===== config.mk =====
export PLATFORM = sky130hd
export DESIGN_NAME = mid_core
export DESIGN_NICKNAME = d
export VERILOG_FILES = /design/src/mid_pkg.sv /design/src/mid_stack.sv /design/src/mid_ptr.sv /design/src/mid_core.sv
export VERILOG_INCLUDE_DIRS = /design/src
export SDC_FILE = /design/constraint.sdc
export NUM_CORES = 1
export LEC_CHECK = 0
export ABC_AREA = 1
export BUFFER_PORTS_ARGS = -buffer_cell sky130_fd_sc_hd__clkbuf_2
export CORE_MARGIN = 2
export CORE_UTILIZATION = 25
export DETAILED_ROUTE_END_ITERATION = 10
export SLEW_MARGIN = 40
export SYNTH_ARGS = -nofsm -noshare
export SYNTH_HDL_FRONTEND = slang
export SYNTH_SLANG_ARGS = --single-unit

===== constraint.sdc =====
create_clock -name clk -period 10.1 [get_ports clk]
set_input_delay 1.515 -clock clk [delete_from_list [all_inputs] [get_ports clk]]
set_output_delay 1.515 -clock clk [all_outputs]
set_load 0.05 [all_outputs]

===== src/mid_map.svh =====
`ifndef MID_MAP_SVH
`define MID_MAP_SVH

// ****************************************************************************
// widths and reset values
// ****************************************************************************
`define MID_PC_W          15
`define MID_INSTR_W       14
`define MID_PTR_W         16
`define MID_STACK_DEPTH   16
`define MID_PC_RST        15'h0000
`define MID_W_RST         8'h00
`define MID_OPTION_RST    8'hFF
`define MID_DIR_RST       8'hFF
`define MID_PTR_RST       16'h0000

// ****************************************************************************
// exact opcodes
// ****************************************************************************
`define MID_OP_NOP        14'h0000
`define MID_OP_SOFT_RST   14'h0001
`define MID_OP_RETURN     14'h0008
`define MID_OP_INT_EXIT   14'h0009
`define MID_OP_CALL_ACC   14'h000A
`define MID_OP_BRANCH_ACC 14'h000B
`define MID_OP_OPTION     14'h0062
`define MID_OP_STANDBY    14'h0063
`define MID_OP_WD_CLEAR   14'h0064

// ****************************************************************************
// opcode patterns and masks
// ****************************************************************************
`define MID_PAT_DIR_LOAD  14'h0060
`define MID_MSK_DIR_LOAD  14'h3FF8
`define MID_PAT_LD_MOD    14'h0010
`define MID_PAT_ST_MOD    14'h0018
`define MID_MSK_MOD       14'h3FF8
`define MID_PAT_RET_LIT   14'h3400
`define MID_MSK_RET_LIT   14'h3F00
`define MID_PAT_PTR_ADD   14'h3100
`define MID_PAT_LD_IDX    14'h3F00
`define MID_PAT_ST_IDX    14'h3F80
`define MID_MSK_K6        14'h3F80
`define MID_PAT_ROT_R     14'h0C00
`define MID_MSK_ROT_R     14'h3F00

// ****************************************************************************
// field positions
// ****************************************************************************
`define MID_F_PTR_SEL     6
`define MID_F_MOD_SEL     2
`define MID_F_DEST        7
`define MID_F_WIN_BIT     15

`endif


===== src/mid_pkg.sv =====
`include "mid_map.svh"

package mid_pkg;

  typedef enum logic [1:0] {
    MID_ST_EXEC    = 2'b00,
    MID_ST_FLUSH   = 2'b01,
    MID_ST_EXTRA   = 2'b10,
    MID_ST_STANDBY = 2'b11
  } mid_state_e;

  typedef enum logic [1:0] {
    MID_MOD_PRE_INC  = 2'b00,
    MID_MOD_PRE_DEC  = 2'b01,
    MID_MOD_POST_INC = 2'b10,
    MID_MOD_POST_DEC = 2'b11
  } mid_mod_e;

  typedef struct packed {
    logic carry;
    logic zero;
    logic timeout_flag;
    logic powerdown_flag;
  } mid_flags_s;

  typedef struct packed {
    logic [`MID_PTR_W-1:0] addr;
    logic [7:0]            wdata;
    logic                  we;
  } mid_dmem_s;

endpackage


===== src/mid_stack.sv =====
`timescale 1ns/1ns
`default_nettype none
`include "mid_map.svh"

module mid_stack
  import mid_pkg::*;
#(
  parameter int DEPTH = `MID_STACK_DEPTH
)(
  // clock and reset
  input  wire logic                 clk,
  input  wire logic                 srst,
  // stack access
  input  wire logic                 push,
  input  wire logic                 pop,
  input  wire logic [`MID_PC_W-1:0] push_data,
  output logic      [`MID_PC_W-1:0] stack_top_entry,
  output logic                      overflow,
  output logic                      underflow
);

  localparam int PW = $clog2(DEPTH) + 1;

  // depth outside what the counter and index slice can serve
  if (DEPTH < 2 || DEPTH > 64)
  begin
    $error("mid_stack: DEPTH out of range");
  end

  typedef struct packed {
    logic [DEPTH-1:0][`MID_PC_W-1:0] mem;
    logic [PW-1:0]                   cnt;
    logic                            ovf;
    logic                            unf;
  } mid_stack_s;

  mid_stack_s stk_r;
  mid_stack_s stk_nxt;

  always_comb
  begin
    stk_nxt = stk_r;
    if (push)
    begin
      if (stk_r.cnt == PW'(DEPTH))
        stk_nxt.ovf = 1'b1;
      else
      begin
        stk_nxt.mem[stk_r.cnt[PW-2:0]] = push_data;
        stk_nxt.cnt = stk_r.cnt + PW'(1);
      end
    end
    else if (pop)
    begin
      if (stk_r.cnt == '0)
        stk_nxt.unf = 1'b1;
      else
        stk_nxt.cnt = stk_r.cnt - PW'(1);
    end
  end

  always_ff @(posedge clk)
  begin
    if (srst)
      stk_r <= '0;
    else
      stk_r <= stk_nxt;
  end

  logic [PW-1:0] top_idx;
  assign top_idx         = stk_r.cnt - PW'(1);
  assign stack_top_entry = (stk_r.cnt == '0) ? '0 : stk_r.mem[top_idx[PW-2:0]];
  assign overflow        = stk_r.ovf;
  assign underflow       = stk_r.unf;

endmodule

`default_nettype wire


===== src/mid_ptr.sv =====
`timescale 1ns/1ns
`default_nettype none
`include "mid_map.svh"

module mid_ptr
  import mid_pkg::*;
(
  // pointer in
  input  wire logic [`MID_PTR_W-1:0] ptr,
  input  wire logic [1:0]            mod_sel,
  input  wire logic [5:0]            k6,
  input  wire logic                  indexed,
  // results
  output logic      [`MID_PTR_W-1:0] eff_addr,
  output logic      [`MID_PTR_W-1:0] ptr_new,
  output logic      [`MID_PTR_W-1:0] ptr_plus_k
);

  function automatic logic [`MID_PTR_W-1:0] sext6(input logic [5:0] k);
    sext6 = {{(`MID_PTR_W-6){k[5]}}, k};
  endfunction

  logic [`MID_PTR_W-1:0] inc;
  logic [`MID_PTR_W-1:0] dec;

  assign inc        = ptr + `MID_PTR_W'(1);
  assign dec        = ptr - `MID_PTR_W'(1);
  assign ptr_plus_k = ptr + sext6(k6);

  always_comb
  begin
    eff_addr = ptr_plus_k;
    ptr_new  = ptr;
    if (!indexed)
    begin
      unique case (mid_mod_e'(mod_sel))
        MID_MOD_PRE_INC:
        begin
          eff_addr = inc;
          ptr_new  = inc;
        end
        MID_MOD_PRE_DEC:
        begin
          eff_addr = dec;
          ptr_new  = dec;
        end
        MID_MOD_POST_INC:
        begin
          eff_addr = ptr;
          ptr_new  = inc;
        end
        MID_MOD_POST_DEC:
        begin
          eff_addr = ptr;
          ptr_new  = dec;
        end
      endcase
    end
  end

endmodule

`default_nettype wire


===== src/mid_core.sv =====
`timescale 1ns/1ns
`default_nettype none
`include "mid_map.svh"

module mid_core
  import mid_pkg::*;
#(
  parameter int STACK_DEPTH = `MID_STACK_DEPTH,
  parameter int DIR_REGS    = 8
)(
  // clock and reset
  input  wire logic                    clk,
  input  wire logic                    srst,
  // program memory
  output logic      [`MID_PC_W-1:0]    prog_addr,
  input  wire logic [`MID_INSTR_W-1:0] prog_data,
  // data memory
  output mid_dmem_s                    dmem,
  input  wire logic [7:0]              dmem_rdata,
  // standby and watchdog
  input  wire logic                    wake,
  output logic                         osc_stop,
  output logic                         wdt_clear,
  output logic                         soft_reset,
  // visible state
  output logic      [7:0]              acc,
  output mid_flags_s                   flags,
  output logic      [7:0]              option_reg,
  output logic      [DIR_REGS-1:0][7:0] pin_dir,
  output logic                         int_enable,
  output logic                         stack_overflow,
  output logic                         stack_underflow
);

  // opcode selects one of exactly eight direction registers
  if (DIR_REGS != 8)
  begin
    $error("mid_core: DIR_REGS must be 8");
  end

  // ****************************************************************************
  // state
  // ****************************************************************************
  typedef struct packed {
    mid_state_e                          st;
    logic [`MID_PC_W-1:0]                pc;
    logic [7:0]                          w;
    logic [7:0]                          option;
    logic [DIR_REGS-1:0][7:0]            dir;
    logic [1:0][`MID_PTR_W-1:0]          ptr;
    mid_flags_s                          fl;
    logic                                wdt_clr;
    logic                                sw_rst;
    logic                                gie;
  } mid_core_s;

  mid_core_s cs_r;
  mid_core_s cs_nxt;

  function automatic logic op_is(input logic [`MID_INSTR_W-1:0] i,
                                 input logic [`MID_INSTR_W-1:0] pat,
                                 input logic [`MID_INSTR_W-1:0] msk);
    op_is = ((i & msk) == pat);
  endfunction

  function automatic mid_core_s reset_state();
    mid_core_s s;
    s         = '0;
    s.st      = MID_ST_EXEC;
    s.pc      = `MID_PC_RST;
    s.w       = `MID_W_RST;
    s.option  = `MID_OPTION_RST;
    s.dir     = {DIR_REGS{`MID_DIR_RST}};
    s.ptr     = {2{`MID_PTR_RST}};
    s.fl.timeout_flag   = 1'b1;
    s.fl.powerdown_flag = 1'b1;
    reset_state = s;
  endfunction

  // ****************************************************************************
  // decode
  // ****************************************************************************
  logic [`MID_INSTR_W-1:0] ir;
  logic                    dec_ld_mod;
  logic                    dec_st_mod;
  logic                    dec_ld_idx;
  logic                    dec_st_idx;
  logic                    dec_ind;
  logic                    dec_ptr_add;
  logic                    dec_ret_lit;
  logic                    dec_rot;
  logic                    dec_dir_load;
  logic                    psel;
  logic                    idx;
  logic [`MID_PTR_W-1:0]   ptr_cur;

  assign ir           = prog_data;
  assign dec_ld_mod   = op_is(ir, `MID_PAT_LD_MOD, `MID_MSK_MOD);
  assign dec_st_mod   = op_is(ir, `MID_PAT_ST_MOD, `MID_MSK_MOD);
  assign dec_ld_idx   = op_is(ir, `MID_PAT_LD_IDX, `MID_MSK_K6);
  assign dec_st_idx   = op_is(ir, `MID_PAT_ST_IDX, `MID_MSK_K6);
  assign dec_ptr_add  = op_is(ir, `MID_PAT_PTR_ADD, `MID_MSK_K6);
  assign dec_ret_lit  = op_is(ir, `MID_PAT_RET_LIT, `MID_MSK_RET_LIT);
  assign dec_rot      = op_is(ir, `MID_PAT_ROT_R, `MID_MSK_ROT_R);
  assign dec_dir_load = op_is(ir, `MID_PAT_DIR_LOAD, `MID_MSK_DIR_LOAD);
  assign dec_ind      = dec_ld_mod | dec_st_mod | dec_ld_idx | dec_st_idx;
  assign idx          = dec_ld_idx | dec_st_idx;
  // indexed forms and pointer add carry n in bit 6, modifier forms in bit 2
  assign psel         = (idx || dec_ptr_add) ? ir[`MID_F_PTR_SEL] : ir[`MID_F_MOD_SEL];
  assign ptr_cur      = cs_r.ptr[psel];

  // ****************************************************************************
  // pointer arithmetic and return stack
  // ****************************************************************************
  logic [`MID_PTR_W-1:0] eff_addr;
  logic [`MID_PTR_W-1:0] ptr_new;
  logic [`MID_PTR_W-1:0] ptr_plus_k;

  mid_ptr u_ptr (
    .ptr        (ptr_cur),
    .mod_sel    (ir[1:0]),
    .k6         (ir[5:0]),
    .indexed    (idx),
    .eff_addr   (eff_addr),
    .ptr_new    (ptr_new),
    .ptr_plus_k (ptr_plus_k)
  );

  logic                 push;
  logic                 pop;
  logic [`MID_PC_W-1:0] stack_top_entry;

  mid_stack #(
    .DEPTH (STACK_DEPTH)
  ) u_stack (
    .clk             (clk),
    .srst            (srst),
    .push            (push),
    .pop             (pop),
    .push_data       (cs_r.pc + `MID_PC_W'(1)),
    .stack_top_entry (stack_top_entry),
    .overflow        (stack_overflow),
    .underflow       (stack_underflow)
  );

  // ****************************************************************************
  // execute
  // ****************************************************************************
  logic                 run;
  logic                 slow;
  logic [`MID_PC_W-1:0] pc_inc;
  logic [7:0]           rot_res;

  assign pc_inc  = cs_r.pc + `MID_PC_W'(1);
  assign slow    = dec_ind && ptr_cur[`MID_F_WIN_BIT];
  assign rot_res = {cs_r.fl.carry, dmem_rdata[7:1]};

  always_comb
  begin
    cs_nxt         = cs_r;
    cs_nxt.wdt_clr = 1'b0;
    cs_nxt.sw_rst  = 1'b0;
    push           = 1'b0;
    pop            = 1'b0;
    dmem           = '0;
    run            = 1'b0;
    unique case (cs_r.st)
      MID_ST_FLUSH:
        cs_nxt.st = MID_ST_EXEC;
      MID_ST_STANDBY:
      begin
        if (wake)
        begin
          cs_nxt.st = MID_ST_EXEC;
          cs_nxt.pc = pc_inc;
        end
      end
      MID_ST_EXTRA:
        run = 1'b1;
      MID_ST_EXEC:
      begin
        if (slow)
          cs_nxt.st = MID_ST_EXTRA;
        else
          run = 1'b1;
      end
    endcase

    // no memory write or stack move while reset is held
    if (run && !srst)
    begin
      cs_nxt.st = MID_ST_EXEC;
      cs_nxt.pc = pc_inc;
      if (ir == `MID_OP_BRANCH_ACC)
      begin
        cs_nxt.pc = pc_inc + {{(`MID_PC_W-8){1'b0}}, cs_r.w};
        cs_nxt.st = MID_ST_FLUSH;
      end
      else if (ir == `MID_OP_CALL_ACC)
      begin
        push      = 1'b1;
        cs_nxt.pc = {cs_r.pc[`MID_PC_W-1:8], cs_r.w};
        cs_nxt.st = MID_ST_FLUSH;
      end
      else if (ir == `MID_OP_INT_EXIT)
      begin
        pop        = 1'b1;
        cs_nxt.pc  = stack_top_entry;
        cs_nxt.gie = 1'b1;
        cs_nxt.st  = MID_ST_FLUSH;
      end
      else if (ir == `MID_OP_RETURN)
      begin
        pop       = 1'b1;
        cs_nxt.pc = stack_top_entry;
        cs_nxt.st = MID_ST_FLUSH;
      end
      else if (dec_ret_lit)
      begin
        pop       = 1'b1;
        cs_nxt.w  = ir[7:0];
        cs_nxt.pc = stack_top_entry;
        cs_nxt.st = MID_ST_FLUSH;
      end
      else if (ir == `MID_OP_SOFT_RST)
      begin
        cs_nxt        = reset_state();
        cs_nxt.sw_rst = 1'b1;
      end
      else if (ir == `MID_OP_OPTION)
        cs_nxt.option = cs_r.w;
      else if (ir == `MID_OP_STANDBY)
      begin
        cs_nxt.st                = MID_ST_STANDBY;
        cs_nxt.pc                = cs_r.pc;
        cs_nxt.wdt_clr           = 1'b1;
        cs_nxt.fl.timeout_flag   = 1'b1;
        cs_nxt.fl.powerdown_flag = 1'b0;
      end
      else if (ir == `MID_OP_WD_CLEAR)
      begin
        cs_nxt.wdt_clr           = 1'b1;
        cs_nxt.fl.timeout_flag   = 1'b1;
        cs_nxt.fl.powerdown_flag = 1'b1;
      end
      else if (dec_dir_load)
        cs_nxt.dir[ir[2:0]] = cs_r.w;
      else if (dec_ptr_add)
        cs_nxt.ptr[psel] = ptr_plus_k;
      else if (dec_ld_mod || dec_ld_idx)
      begin
        dmem.addr        = eff_addr;
        cs_nxt.w         = dmem_rdata;
        cs_nxt.fl.zero   = (dmem_rdata == 8'h00);
        cs_nxt.ptr[psel] = ptr_new;
      end
      else if (dec_st_mod || dec_st_idx)
      begin
        dmem.addr        = eff_addr;
        dmem.wdata       = cs_r.w;
        dmem.we          = 1'b1;
        cs_nxt.ptr[psel] = ptr_new;
      end
      else if (dec_rot)
      begin
        dmem.addr       = {{(`MID_PTR_W-7){1'b0}}, ir[6:0]};
        cs_nxt.fl.carry = dmem_rdata[0];
        if (ir[`MID_F_DEST])
        begin
          dmem.wdata = rot_res;
          dmem.we    = 1'b1;
        end
        else
          cs_nxt.w = rot_res;
      end
      // all-zero and unknown opcodes fall through as no-operation
    end
  end

  always_ff @(posedge clk)
  begin
    if (srst)
      cs_r <= reset_state();
    else
      cs_r <= cs_nxt;
  end

  // ****************************************************************************
  // outputs
  // ****************************************************************************
  assign prog_addr  = cs_r.pc;
  assign osc_stop   = (cs_r.st == MID_ST_STANDBY);
  assign wdt_clear  = cs_r.wdt_clr;
  assign soft_reset = cs_r.sw_rst;
  assign acc        = cs_r.w;
  assign flags      = cs_r.fl;
  assign option_reg = cs_r.option;
  assign pin_dir    = cs_r.dir;
  assign int_enable = cs_r.gie;

endmodule

`default_nettype wire


==> flow_metrics.tcl <==
set metrics [dict create \
    outcome "finished, final reports clean" \
    path_buf_inv 3 \
    h-tree-depth 2 \
    cp-end-kind "output pin" \
    dpl.cell_count 3971 \
    worst_skew_pair.late_latency_ns 0.60 \
    num_rows 106 \
    fp.dieArea_um2 86200 \
    setup_viol 0 \
    synth_xor_area_frac 0.0155 \
    via_count 20400 \
    slew_headroom 0.427 \
    cp-start-kind "input port" \
    clk_pin_slew_ns 0.06 \
    synth.net_count 3066 \
    synth-simple-area-share 0.215 \
    area_delta_synth_final_pct 10.9 \
    viasPerCell 5.04 \
    slew_viol_final 0 \
    synth_edf_count 0 \
    synth_compound_gate_area_share 0.273 \
    hold_class "reg2reg" \
    fin_crit_ns 7.41 \
    pin_count 155 \
    numCtsBuffers 43 \
    finClkSkew_ns 0.0395 \
    vdd_drop_max_mv 0.0960 \
    hold_violations 0 \
    ff2ff_setup_slack_ns 5.58 \
    antenna_cells 0 \
    cts_resized 0 \
    grt_first_pass_wirelength_um 109000 \
    cp_common_cell "nand2_1" \
    fmax_ghz 0.135 \
    initial_utilization 0.252 \
    fin_tns_setup_ns 0 \
    track_usage 0.159 \
    mostFrequentLayoutCell "nand2_1" \
    core_area_um2 83300 \
    cts_tree "yes" \
    largest_reg_flops 245 \
    final_antenna_net_count 0 \
    dp_hpwl_um 45800 \
    min_from "pin_dir[19]$_SDFFE_PP1P_" \
    netlist_area_um2 21000 \
    synth_top_family_by_area "compound AO/OA/AOI/OAI gates" \
    place.gp.congestion 0.905 \
    first_iter_violations 1797 \
    crit_fanout 29 \
    grt_pass1_vias 18900 \
    numPortBuffers 154 \
    regMostFlops "u_stack.stk_r" \
    dieWidth_um 294 \
    synth_seq_cells 383 \
    cap_violations 0 \
    grt_max_degree 112 \
    max_stage_delay_ns 0.44 \
    seq_area_frac_synth 0.366 \
    ys_types 56 \
    yosys.area_share.adder 0.0204 \
    layout.nets 2996 \
    worst_pin_slew_ns 0.854 \
    synth_cells 3008 \
    cts_hold_buf 0 \
    cp_cell_sequence "clkbuf_2 -> inv_2 -> nand2_1 -> nor2_1 -> nand2_2 -> nand3_1 -> nand2_1 -> nand2_2 -> nand2_1 -> nand2_1 -> ha_1 -> fa_1 -> nand3_1 -> nand2_1 -> nand2_1 -> nand2_1 -> a21oi_1 -> o21ai_0 -> a21oi_1 -> xnor2_1 -> o21ai_0 -> a21oi_1 -> clkbuf_2" \
    synthMuxAreaShare 0 \
    multiInputGateArea_um2 11100 \
    cts_buffer_depth 3 \
    ys.flop_type "dfxtp_1" \
    rr_startpoint "u_stack.stk_r[2]$_SDFFE_PP0P_" \
    synth_area_per_cell_um2 6.97 \
    rsz0062_at_grt "false" \
    layout_common_cells "531 x nand2_1, 393 x o21ai_0, 388 x a21oi_1, 382 x dfxtp_1, 273 x nor2_1" \
    crit_path_top_delay_cell "fa_1" \
    cp.required_ns 8.59 \
    fill_cells 9069 \
    cts.sinks 383 \
    seqCellArea_um2 7670 \
    final_cells 4049 \
    die_y_um 294 \
    wire_per_inst_um 17.5 \
    firstDrtPassIters 6 \
    async_flop_share 0 \
    clock-root-buffer "clkbuf_16" \
    crit_start "prog_data[10]" \
    leakagePower_uw 0.00987 \
    drc 0 \
    drt_wl_total_um 70700 \
    antenna_found_initial 0 \
    path_class "in2out" \
    yosysWarnings 0 \
    drive_gt1_frac 0.125 \
    arrival_ns 5.89 \
    p_per_area_nw_per_um2 142 \
    overflow 0 \
    fin_crit_sh 0.734 \
    cts_setup_buffers 0 \
    crit_family "simple AND/OR/NAND/NOR gates" \
]
## logic make-up (layout without fill, tap and decap cells)
| kind of cell | count (synthesis) | count (layout) |
|---|---|---|
| xor+xnor | 37 | 37 |
| flops | 383 | 383 |
| simple gates | 1074 | 1074 |
| compound gates | 997 | 997 |
| fa+ha+maj | 33 | 33 |
| buf+inv | 484 | 445 |
## layout make-up
type                            instances  area share
Clock buffer                           56      0.0505
Clock inverter                         20     0.00769
Inverter                              176      0.0289
Multi-Input combinational cell       2141       0.477
Sequential cell                       383       0.330
Tap cell                             1080      0.0581
Timing Repair Buffer                  193      0.0476
## metal layers
layer / vias to the layer above / part of all wire / global-route usage
met5: - / 0 / 0
met4: 0 / 0.043 / 0.0722
met3: 173 / 0.067 / 0.0341
met2: 679 / 0.46 / 0.260
met1: 9510 / 0.43 / 0.200
li1: 10000 / - / -
## cell usage after synthesis (all sizes together) (31+ instances only)
| cell | instances | area share |
|---|---|---|
| nand2 | 539 | 0.097 |
| o21ai | 433 | 0.10 |
| a21oi | 390 | 0.093 |
| dfxtp | 383 | 0.37 |
| nor2 | 297 | 0.056 |
| buf | 177 | 0.056 |
| inv | 167 | 0.030 |
| nand3 | 160 | 0.039 |
| clkbuf | 131 | 0.023 |
| o211ai | 64 | 0.032 |
| nor3 | 39 | 0.011 |
| o221ai | 39 | 0.016 |
| ha | 31 | 0.019 |
## worst paths after layout
kind | endpoint | cells after the start
setup / recovery | dmem[19] | 23
hold / removal | pin_dir[19]$_SDFFE_PP1P_ | 2
setup reg to reg | prog_addr[7]$_SDFFE_PP0P_ | 14
hold reg to reg | pin_dir[19]$_SDFFE_PP1P_ | 2
## report_power, final
group | internal (uW) | switching (uW) | total (uW)
combinational | 54.6 | 182 | 237
clock | 853 | 681 | 1530
sequential | 1520 | 10.2 | 1530
## per-stage QoR
stage	setup WS (ns)	total power [uW]	hold slack [ns]	area, um2	utilization
6_report	2.69	3300	0.435	23300	0.279
5_1_grt	2.35	3410	0.459	23300	0.279
4_1_cts	2.44	3320	0.437	23200	0.278
3_5_place_dp	2.44	1790	0.424	21800	0.262
3_3_place_gp	2.24	1790	0.420	21800	0.261
2_1_floorplan	3.62	1720	0.412	21000	-
## tightest hold or removal path, stage by stage (launching register included)
cell and delay (ns):
dfxtp_1 0.31, inv_1 0.05, nand2_1 0.04
Power figures use the tool's default switching activity.
